**src/rtp_regs.svh**
```systemverilog
// Register offsets, field positions and vector codes of the prescale timer block.
// Definitions only; included by the package and by every module file.
`ifndef RTP_REGS_SVH
`define RTP_REGS_SVH
// ----------------------------------------
// Bus
// ----------------------------------------
`define RTP_AW 8
`define RTP_RESP_OKAY 2'h0
`define RTP_RESP_SLVERR 2'h2
// ----------------------------------------
// Register offsets (byte addresses)
// ----------------------------------------
`define RTP_OFF_CTL0 8'h00
`define RTP_OFF_CTL1 8'h04
`define RTP_OFF_CNT0 8'h08
`define RTP_OFF_CNT1 8'h0C
`define RTP_OFF_VEC 8'h10
`define RTP_OFF_B2B 8'h14
`define RTP_OFF_STAT 8'h18
`define RTP_OFF_CLR 8'h1C
`define RTP_OFF_IEN 8'h20
`define RTP_CH_STEP 8'h04
// ----------------------------------------
// Control fields and status bits
// ----------------------------------------
`define RTP_CTL_FG 0
`define RTP_CTL_IE 1
`define RTP_CTL_SEL_LO 2
`define RTP_CTL_SEL_HI 4
`define RTP_NTIMER 2
`define RTP_ST_READY 0
`define RTP_ST_INTV 1
`define RTP_ST_ALARM 2
`define RTP_ST_PS0 3
`define RTP_ST_PS1 4
`define RTP_ST_OSC 5
`define RTP_ST_W 6
// ----------------------------------------
// Vector codes
// ----------------------------------------
`define RTP_VEC_NONE 16'h0000
`define RTP_VEC_READY 16'h0002
`define RTP_VEC_INTV 16'h0004
`define RTP_VEC_ALARM 16'h0006
`define RTP_VEC_PS0 16'h0008
`define RTP_VEC_PS1 16'h000A
`define RTP_VEC_OSC 16'h000C
`define RTP_VEC_RSVD 16'h000E
`endif
```
**src/rtp_pkg.sv**
```systemverilog
// Types shared by the prescale timer block.
// Assumes rtp_regs.svh is on the include path.
package rtp_pkg;
`include "rtp_regs.svh"
typedef struct packed {
    logic awvalid;
    logic [`RTP_AW-1:0] awaddr;
    logic wvalid;
    logic [31:0] wdata;
    logic [3:0] wstrb;
    logic bready;
    logic arvalid;
    logic [`RTP_AW-1:0] araddr;
    logic rready;
} rtpAxiReq_t;
typedef struct packed {
    logic awready;
    logic wready;
    logic bvalid;
    logic [1:0] bresp;
    logic arready;
    logic rvalid;
    logic [31:0] rdata;
    logic [1:0] rresp;
} rtpAxiRsp_t;
typedef struct packed {
    logic clockReady;
    logic intervalEvt;
    logic userAlarm;
    logic oscFail;
} rtpSrcEvt_t;
typedef struct packed {
    logic [2:0] sel;
    logic ie;
    logic fg;
} rtpTickCfg_t;
typedef struct packed {
    logic [7:0] cnt;
    logic evt;
} rtpPreState_t;
typedef struct packed {
    logic [15:0] bcd;
} rtpB2bState_t;
typedef struct packed {
    rtpAxiRsp_t rsp;
    logic awHave;
    logic [`RTP_AW-1:0] awAddr;
    logic wHave;
    logic [31:0] wData;
    logic [3:0] wStrb;
    logic [`RTP_ST_W-1:0] flag;
    logic [`RTP_ST_W-1:0] en;
    logic [`RTP_NTIMER-1:0][2:0] sel;
    rtpTickCfg_t [`RTP_NTIMER-1:0] rtn;
    logic hold;
    logic sleepPrev;
    logic irq;
    logic wake;
} rtpState_t;
endpackage

```
**src/rtp_binary_to_decimal_converter.sv**
```systemverilog
// Binary-to-decimal conversion register, 12-bit in, four BCD digits out.
// Assumes a one-cycle write strobe from logic on mclk.
`timescale 1ns/1ps
`include "rtp_regs.svh"
module rtp_binary_to_decimal_converter
    import rtp_pkg::*;
(
    // Clock and reset
    input wire logic mclk,
    input wire logic nrst,
    // Write side
    input wire logic wr,
    input wire logic [11:0] binValue,
    // Read side
    output logic [15:0] bcdValue
);
    rtpB2bState_t st_ff;
    rtpB2bState_t nxt_st;

    // Shift-and-add-three, fully unrolled in one cycle
    function automatic logic [15:0] toBcd(input logic [11:0] bin);
        logic [27:0] sh;
        sh = {16'h0000, bin};
        for (int i = 0; i < 12; i++)
        begin
            for (int d = 0; d < 4; d++)
            begin
                if (sh[12 + 4 * d +: 4] > 4'h4)
                    sh[12 + 4 * d +: 4] = sh[12 + 4 * d +: 4] + 4'h3;
            end
            sh = sh << 1;
        end
        return sh[27:12];
    endfunction

    always_comb
    begin
        nxt_st = st_ff;
        if (wr)
            nxt_st.bcd = toBcd(binValue);
    end

    always_ff @(posedge mclk or negedge nrst)
    begin
        if (!nrst)
            st_ff <= '0;
        else
            st_ff <= nxt_st;
    end

    assign bcdValue = st_ff.bcd;
endmodule

```
**src/rtp_prescale_timers.sv**
```systemverilog
// Prescale timers, interrupt vector and binary-to-decimal register on an AXI4-Lite slave.
// Assumes tick, source events and low-power levels come from logic on mclk.
`timescale 1ns/1ps
`include "rtp_regs.svh"

// Summary of operation
// - Timer 0 interval divides by 2^(code+1).
// - Timer 1 interval field in bits 4-2.
// - Bit 1 enables each timer's interrupt.
// - Bit 0 flag set on interval event.
// - Timer 1 enable also enables deep-sleep wake.
// - Timer 1 flag event wakes from deep sleep.
// - Settings held across deep sleep until unlock.
// - Control bits 15-5 read as zero.
// - Timer 0 count readable and writable.
// - Timer 1 count readable and writable.
// - Vector reads zero with nothing pending.
// - Vector codes 02h, 04h, 06h, ready highest.
// - Vector codes 08h, 0Ah, 0Ch for remaining flags.
// - Lower code wins; 0Eh reserved, lowest.
// - Written 12-bit binary reads back as BCD.
module rtp_prescale_timers
    import rtp_pkg::*;
(
    // Clock and reset
    input wire logic mclk,
    input wire logic nrst,
    // Register bus
    input wire rtpAxiReq_t axiReq,
    output rtpAxiRsp_t axiRsp,
    // Counter clock tick and other event sources
    input wire logic tickIn,
    input wire rtpSrcEvt_t srcEvt,
    // Low-power control
    input wire logic deepSleep,
    input wire logic deepSleepIoLock,
    // Requests
    output logic irq,
    output logic wakeReq
);
    // Reserved code never produced; kept so the table spans every code
    localparam logic [`RTP_ST_W:0][15:0] VEC_TAB = {`RTP_VEC_RSVD, `RTP_VEC_OSC, `RTP_VEC_PS1,
        `RTP_VEC_PS0, `RTP_VEC_ALARM, `RTP_VEC_INTV, `RTP_VEC_READY};

    rtpState_t st_ff;
    rtpState_t nxt_st;
    logic wrFire;
    logic rdFire;
    logic wrOk;
    logic rdOk;
    logic entry;
    logic b2bWr;
    logic [31:0] rdData;
    logic [15:0] bcdValue;
    logic [15:0] vecCode;
    logic [`RTP_ST_W-1:0] vecSel;
    logic [`RTP_ST_W-1:0] vecClr;
    logic [`RTP_ST_W-1:0] clrVec;
    logic [`RTP_ST_W-1:0] evtVec;
    logic [`RTP_ST_W-1:0] effFlag;
    logic [`RTP_ST_W-1:0] effEn;
    logic [`RTP_ST_W-1:0] pending;
    logic [`RTP_NTIMER-1:0][2:0] effSel;
    logic [`RTP_NTIMER-1:0][7:0] tickCount;
    logic [`RTP_NTIMER-1:0] tickEvt;
    logic [`RTP_NTIMER-1:0] cntLoad;

    // ----------------------------------------
    // Bus handshakes
    // ----------------------------------------
    // Write waits for a free response slot so bresp is never overwritten
    assign wrFire = st_ff.awHave && st_ff.wHave && !st_ff.rsp.bvalid;
    assign rdFire = axiReq.arvalid && st_ff.rsp.arready;
    assign entry = deepSleep && !st_ff.sleepPrev;
    assign b2bWr = wrFire && (st_ff.awAddr == `RTP_OFF_B2B) && (&st_ff.wStrb[1:0]);

    // ----------------------------------------
    // Timers
    // ----------------------------------------
    genvar g;
    generate
        for (g = 0; g < `RTP_NTIMER; g++)
        begin : gTimer
            assign cntLoad[g] = wrFire && st_ff.wStrb[0]
                && (st_ff.awAddr == `RTP_OFF_CNT0 + ((g == 0) ? 8'h00 : `RTP_CH_STEP));
            rtp_prescaler uTick (
                .mclk(mclk),
                .nrst(nrst),
                .tickIn(tickIn),
                .intervalSel(effSel[g]),
                .load(cntLoad[g]),
                .loadValue(st_ff.wData[7:0]),
                .tickCount(tickCount[g]),
                .intervalEvt(tickEvt[g])
            );
        end
    endgenerate

    rtp_binary_to_decimal_converter uBcd (
        .mclk(mclk),
        .nrst(nrst),
        .wr(b2bWr),
        .binValue(st_ff.wData[11:0]),
        .bcdValue(bcdValue)
    );

    // ----------------------------------------
    // Effective settings, events and vector
    // ----------------------------------------
    always_comb
    begin
        effFlag = st_ff.flag;
        effEn = st_ff.en;
        evtVec = '0;
        evtVec[`RTP_ST_READY] = srcEvt.clockReady;
        evtVec[`RTP_ST_INTV] = srcEvt.intervalEvt;
        evtVec[`RTP_ST_ALARM] = srcEvt.userAlarm;
        evtVec[`RTP_ST_OSC] = srcEvt.oscFail;
        for (int t = 0; t < `RTP_NTIMER; t++)
        begin
            evtVec[`RTP_ST_PS0 + t] = tickEvt[t];
            // Registers are lost in deep sleep; retained copy steers until unlock
            effSel[t] = st_ff.hold ? st_ff.rtn[t].sel : st_ff.sel[t];
            if (st_ff.hold)
            begin
                effFlag[`RTP_ST_PS0 + t] = st_ff.rtn[t].fg;
                effEn[`RTP_ST_PS0 + t] = st_ff.rtn[t].ie;
            end
        end
        pending = effFlag & effEn;
        vecCode = `RTP_VEC_NONE;
        vecSel = '0;
        // Walk downward so the lowest pending index wins
        for (int i = `RTP_ST_W - 1; i >= 0; i--)
        begin
            if (pending[i])
            begin
                vecCode = VEC_TAB[i];
                vecSel = '0;
                vecSel[i] = 1'b1;
            end
        end
        vecClr = (rdFire && axiReq.araddr == `RTP_OFF_VEC) ? vecSel : '0;
    end

    // ----------------------------------------
    // Read decode
    // ----------------------------------------
    always_comb
    begin
        rdData = 32'h0000_0000;
        rdOk = 1'b1;
        case (axiReq.araddr)
            `RTP_OFF_CTL0:
                rdData[4:0] = {st_ff.sel[0], st_ff.en[`RTP_ST_PS0], st_ff.flag[`RTP_ST_PS0]};
            `RTP_OFF_CTL1:
                rdData[4:0] = {st_ff.sel[1], st_ff.en[`RTP_ST_PS1], st_ff.flag[`RTP_ST_PS1]};
            `RTP_OFF_CNT0:
                rdData[7:0] = tickCount[0];
            `RTP_OFF_CNT1:
                rdData[7:0] = tickCount[1];
            `RTP_OFF_VEC:
                rdData[15:0] = vecCode;
            `RTP_OFF_B2B:
                rdData[15:0] = bcdValue;
            `RTP_OFF_STAT:
                rdData[`RTP_ST_W-1:0] = st_ff.flag;
            `RTP_OFF_IEN:
                rdData[`RTP_ST_W-1:0] = st_ff.en;
            `RTP_OFF_CLR:
                rdData = 32'h0000_0000;
            default:
                rdOk = 1'b0;
        endcase
    end

    always_comb
    begin
        case (st_ff.awAddr)
            `RTP_OFF_CTL0, `RTP_OFF_CTL1, `RTP_OFF_CNT0, `RTP_OFF_CNT1, `RTP_OFF_VEC,
            `RTP_OFF_B2B, `RTP_OFF_STAT, `RTP_OFF_CLR, `RTP_OFF_IEN:
                wrOk = 1'b1;
            default:
                wrOk = 1'b0;
        endcase
    end

    // ----------------------------------------
    // Next state
    // ----------------------------------------
    always_comb
    begin
        nxt_st = st_ff;
        clrVec = vecClr;
        if (axiReq.awvalid && st_ff.rsp.awready)
        begin
            nxt_st.awHave = 1'b1;
            nxt_st.awAddr = axiReq.awaddr;
        end
        if (axiReq.wvalid && st_ff.rsp.wready)
        begin
            nxt_st.wHave = 1'b1;
            nxt_st.wData = axiReq.wdata;
            nxt_st.wStrb = axiReq.wstrb;
        end
        if (wrFire)
        begin
            nxt_st.awHave = 1'b0;
            nxt_st.wHave = 1'b0;
            nxt_st.rsp.bvalid = 1'b1;
            nxt_st.rsp.bresp = wrOk ? `RTP_RESP_OKAY : `RTP_RESP_SLVERR;
        end
        else if (st_ff.rsp.bvalid && axiReq.bready)
            nxt_st.rsp.bvalid = 1'b0;
        if (rdFire)
        begin
            nxt_st.rsp.rvalid = 1'b1;
            nxt_st.rsp.rdata = rdData;
            nxt_st.rsp.rresp = rdOk ? `RTP_RESP_OKAY : `RTP_RESP_SLVERR;
        end
        else if (st_ff.rsp.rvalid && axiReq.rready)
            nxt_st.rsp.rvalid = 1'b0;

        // Register writes; read-only offsets take the write and ignore it
        if (wrFire && st_ff.wStrb[0])
        begin
            for (int t = 0; t < `RTP_NTIMER; t++)
            begin
                if (st_ff.awAddr == `RTP_OFF_CTL0 + (t[0] ? `RTP_CH_STEP : 8'h00))
                begin
                    nxt_st.sel[t] = st_ff.wData[`RTP_CTL_SEL_HI:`RTP_CTL_SEL_LO];
                    nxt_st.en[`RTP_ST_PS0 + t] = st_ff.wData[`RTP_CTL_IE];
                    nxt_st.flag[`RTP_ST_PS0 + t] = st_ff.wData[`RTP_CTL_FG];
                end
            end
            if (st_ff.awAddr == `RTP_OFF_IEN)
                nxt_st.en = st_ff.wData[`RTP_ST_W-1:0];
            if (st_ff.awAddr == `RTP_OFF_CLR)
                clrVec = clrVec | st_ff.wData[`RTP_ST_W-1:0];
        end

        // Deep-sleep entry: save settings, then the live registers are lost
        if (entry)
        begin
            for (int t = 0; t < `RTP_NTIMER; t++)
            begin
                nxt_st.rtn[t].sel = nxt_st.sel[t];
                nxt_st.rtn[t].ie = nxt_st.en[`RTP_ST_PS0 + t];
                nxt_st.rtn[t].fg = nxt_st.flag[`RTP_ST_PS0 + t];
            end
            nxt_st.sel = '0;
            nxt_st.en = '0;
            nxt_st.flag = '0;
        end
        // Software relies on rewriting settings before it drops the lock
        nxt_st.hold = entry || (st_ff.hold && (deepSleep || deepSleepIoLock));

        // Set beats clear when both land in one cycle
        nxt_st.flag = (nxt_st.flag & ~clrVec) | evtVec;
        for (int t = 0; t < `RTP_NTIMER; t++)
        begin
            nxt_st.rtn[t].fg = (nxt_st.rtn[t].fg & ~clrVec[`RTP_ST_PS0 + t]) | tickEvt[t];
        end
        nxt_st.sleepPrev = deepSleep;

        nxt_st.irq = |pending;
        nxt_st.wake = deepSleep && effEn[`RTP_ST_PS1] && effFlag[`RTP_ST_PS1];

        nxt_st.rsp.awready = !nxt_st.awHave;
        nxt_st.rsp.wready = !nxt_st.wHave;
        nxt_st.rsp.arready = !nxt_st.rsp.rvalid;
    end

    always_ff @(posedge mclk or negedge nrst)
    begin
        if (!nrst)
            st_ff <= '0;
        else
            st_ff <= nxt_st;
    end

    assign axiRsp = st_ff.rsp;
    assign irq = st_ff.irq;
    assign wakeReq = st_ff.wake;
endmodule

```
**src/rtp_prescaler.sv**
```systemverilog
// One 8-bit prescale counter with selectable interval event.
// Assumes tickIn and load come from logic on mclk.
`timescale 1ns/1ps
`include "rtp_regs.svh"
module rtp_prescaler
    import rtp_pkg::*;
(
    // Clock and reset
    input wire logic mclk,
    input wire logic nrst,
    // Control
    input wire logic tickIn,
    input wire logic [2:0] intervalSel,
    input wire logic load,
    input wire logic [7:0] loadValue,
    // Status
    output logic [7:0] tickCount,
    output logic intervalEvt
);
    rtpPreState_t st_ff;
    rtpPreState_t nxt_st;
    logic [7:0] mask;

    always_comb
    begin
        mask = 8'hFF >> (3'd7 - intervalSel);
        nxt_st = st_ff;
        nxt_st.evt = 1'b0;
        if (load)
            nxt_st.cnt = loadValue;
        else if (tickIn)
        begin
            nxt_st.cnt = st_ff.cnt + 8'h01;
            // Event when the low sel+1 bits roll over
            nxt_st.evt = ((st_ff.cnt & mask) == mask);
        end
    end

    always_ff @(posedge mclk or negedge nrst)
    begin
        if (!nrst)
            st_ff <= '0;
        else
            st_ff <= nxt_st;
    end

    assign tickCount = st_ff.cnt;
    assign intervalEvt = st_ff.evt;
endmodule

```
**config.mk**
```make
export PLATFORM = sky130hd
export DESIGN_NAME = rtp_prescale_timers
export DESIGN_NICKNAME = d
export VERILOG_FILES = /design/src/rtp_pkg.sv /design/src/rtp_binary_to_decimal_converter.sv /design/src/rtp_prescale_timers.sv /design/src/rtp_prescaler.sv
export VERILOG_INCLUDE_DIRS = /design/src
export SDC_FILE = /design/constraint.sdc
export NUM_CORES = 1
export LEC_CHECK = 0
export ABC_CLOCK_PERIOD_IN_PS = 7100
export BUFFER_PORTS_ARGS = -buffer_cell sky130_fd_sc_hd__buf_2
export CAP_MARGIN = 20
export CORE_AREA = 2 2 135 137
export DETAILED_ROUTE_END_ITERATION = 7
export DIE_AREA = 0 0 137 139
export GPL_TIMING_DRIVEN = 0
export PLACE_DENSITY = 0.72
export SKIP_CTS_REPAIR_TIMING = 1
export SLEW_MARGIN = 0
export SYNTH_ARGS = -nofsm -noshare
export SYNTH_HDL_FRONTEND = slang
export SYNTH_SLANG_ARGS = --single-unit
```
**constraint.sdc**
```tcl
create_clock -name mclk -period 7.1 [get_ports mclk]
set_input_delay 0 -clock mclk [delete_from_list [all_inputs] [get_ports mclk]]
set_output_delay 0 -clock mclk [all_outputs]
set_load 0.01 [all_outputs]
```
==> results.json <==
{
  "status": "completed",
  "timing.rr.start": "st_ff[45]",
  "synth.area.top_cells": "dfrtp_1 32%, nand2_1 6.0%, o21ai_0 4.2%",
  "crit_required_ns": 7.39,
  "synth_cell_types": 121,
  "numCtsBuffers": 9,
  "ys_top_cells_by_count": "137 x nand2_1, 111 x dfrtp_1, 82 x nor2_1",
  "ctsHtreeMaxLevel": 3,
  "synthFlopType": "dfrtp_1",
  "cts_num_sinks": 111,
  "crit_start": "st_ff[45]",
  "antenna_cells": 0,
  "cpPeakStageDelay_ns": 0.46,
  "vias": 7994,
  "final_hold_viol_count": 0,
  "endpoint": "uBcd.bcdValue[2]",
  "period_needed_ns": 6.820,
  "async_reset_ff_share_pct": 100.0,
  "yosysTopAreaCell": "dfrtp_1",
  "finalClockSkew_ns": 0.009893,
  "tightest_slew_ns": 1.063,
  "netlist_area_um2": 8591,
  "fmaxAchievable_ghz": 0.1466,
  "slew_headroom_pct": 28.17,
  "ant_nets": 0,
  "setup.worst_path.start_class": "flop",
  "drt_wl_total_um": 23060,
  "insertion_delay_ns": 0.36,
  "post-route-util_pct": 58.19,
  "setup_viol": 0,
  "path_class": "flop to flop",
  "grt-ovfl-total": 0,
  "syn_to_final_growth_pct": 19.60,
  "cp_max_fo": 9,
  "placeableCoreArea_um2": 17660,
  "maxSlewViolCount": 0,
  "netlist.area_leader.share_pct": 32.33,
  "n_fill_cell": 1594,
  "cap_viol_max_count": 0,
  "gp_congestion": 0.8930,
  "dieHeight_um": 139,
  "cts_tree": "yes",
  "fp-row-count": 49,
  "cp_common_cell": "ha_2",
  "period_share_pct": 96.05,
  "grt_pass1_wl_um": 36100,
  "clockBufferDepth": 2,
  "io_buffers": 66,
  "yosys_warnings": 0,
  "synth_edf_count": 0,
  "dp_hpwl_um": 16470,
  "regArea_um2": 2778,
  "drt_pass1_iterations": 8,
  "hold_class": "primary input to flop",
  "synth.most_common_cell": "nand2_1",
  "drc": 0,
  "grt_max_degree": 69,
  "arrival_ns": 7.11,
  "multiInputGateArea_um2": 5375,
  "start_util_pct": 48.65,
  "reg2reg_slack_ns": 0.28,
  "viasPerCell": 5.764,
  "cts_root_buffer": "clkbuf_16",
  "slowest_stage": "or3_1",
  "dr.first_iter.drc_count": 680,
  "grt_pass1_vias": 7160,
  "ys_ff_latch": 111,
  "wl_per_cell_um": 16.62,
  "synth.avg_cell_area_um2": 8.574,
  "ys_seq_area_share_pct": 32.33,
  "clk_pin_slew_worst_paths_ns": 0.08,
  "die_area_um2": 19040,
  "io_pins": 109,
  "postSynthCellCount": 1002,
  "layout-drive-gt1-share_pct": 24.01,
  "worst_r2r_endpoint": "uBcd.bcdValue[2]",
  "grt_usage_pct": 23.44,
  "cp-end-kind": "flop",
  "antenna_found_initial": 0,
  "nets": 1239,
  "reg2reg_depth": 34,
  "fp.dieW_um": 137
}
[critical path: cells and delay by family (launching register included)]
| kind | cells | cell delay (ns) |
|---|---|---|
| and+or+nand+nor | 12 | 1.84 |
| adders and majority gates | 6 | 1.59 |
| AOI/OAI and AO/OA | 8 | 1.46 |
| muxes | 2 | 0.57 |
| buffers and inverters | 4 | 0.48 |
| xor gates and xnor gates | 2 | 0.40 |
| DFF | 1 | 0.38 |
[kinds of logic after synthesis]
family,Yosys count,synth area share [%]
muxes,48,6.132
adders and majority gates,20,2.913
other,1,0.04365
AOI/OAI and AO/OA,286,24.29
DFF,111,32.33
xor gates and xnor gates,31,4.064
buffers and inverters,121,7.661
and+or+nand+nor,384,22.56
[metal layers]
layer  routed length [um]  up-vias  track usage, %
met2                10850      276           35.32
met1                10420     3793           34.31
li1                     -     3893               -
met4                  388        0           6.620
met3                 1395       32           4.313
met5                    0        -               0
[state kept, by name, indices dropped and copies added, names as in the netlist]
name,cells
effFlag,4
wakeReq,1
gTimer.uTick.tickCount,16
st_ff,46
effEn,4
gTimer.uTick.intervalEvt,2
irq,1
axiRsp,22
uBcd.bcdValue,15
[through the flow]
step	hold slack [ns]	setup TNS [ns]	std cells	setup WS, ns	cell area (um^2)
5_1_grt	0.08086	-0.05867	1387	-0.05867	10270
6_report	0.05347	0	1387	0.2802	10270
3_5_place_dp	0.04313	-3.276	1317	-0.5002	9315
4_1_cts	-0.3468	-3.693	1333	-0.5540	9618
2_1_floorplan	-0.2956	0	1020	0.4235	8658
3_3_place_gp	0.1532	-2.314	1315	-0.4361	9275
[how the worst min path moves through the flow]
stage               from         end  slack [ns]  cells past startpoint
5_1_grt        axiReq[9]   axiRsp[7]        0.08                      3
6_report       axiReq[9]   axiRsp[7]        0.05                      3
3_5_place_dp        nrst   st_ff[75]        0.04                      1
3_3_place_gp   deepSleep    st_ff[2]        0.15                      1
2_1_floorplan       nrst  axiRsp[10]       -0.30                      0
4_1_cts             nrst   st_ff[75]       -0.35                      1
[placed cells by master, fill, tap and decap left out, types with 13 or more instances in the layout]
| master | synthesis | layout |
|---|---|---|
| buf_2 | 4 | 69 |
| conb_1 | 1 | 19 |
| dlygate4sd3_1 | 0 | 31 |
| nand4_1 | 15 | 15 |
| clkbuf_1 | 36 | 33 |
| o21ai_1 | 16 | 17 |
| and2_1 | 13 | 13 |
| nand3_1 | 35 | 35 |
| o21ai_0 | 72 | 70 |
| nor2_1 | 82 | 76 |
| buf_4 | 45 | 70 |
| mux2_2 | 22 | 22 |
| a21oi_1 | 51 | 50 |
| inv_1 | 27 | 26 |
| nand2_1 | 137 | 136 |
| nor3_1 | 21 | 20 |
| mux2i_1 | 23 | 23 |
| xnor2_1 | 14 | 14 |
| dfrtp_1 | 111 | 111 |
[cell type report]
cell class	instances	area share [%]
repair buffers	124	8.573
multi-input cells	788	52.31
flip-flops and latches	111	27.03
well taps	229	2.789
clock buffers	10	2.326
plain buffers	87	5.175
inverters	32	1.169
clock inverters	6	0.6210
Power is left out: the tool's default activity adds up to more than one toggle a clock period on the data nets, which glitch-free logic cannot reach.
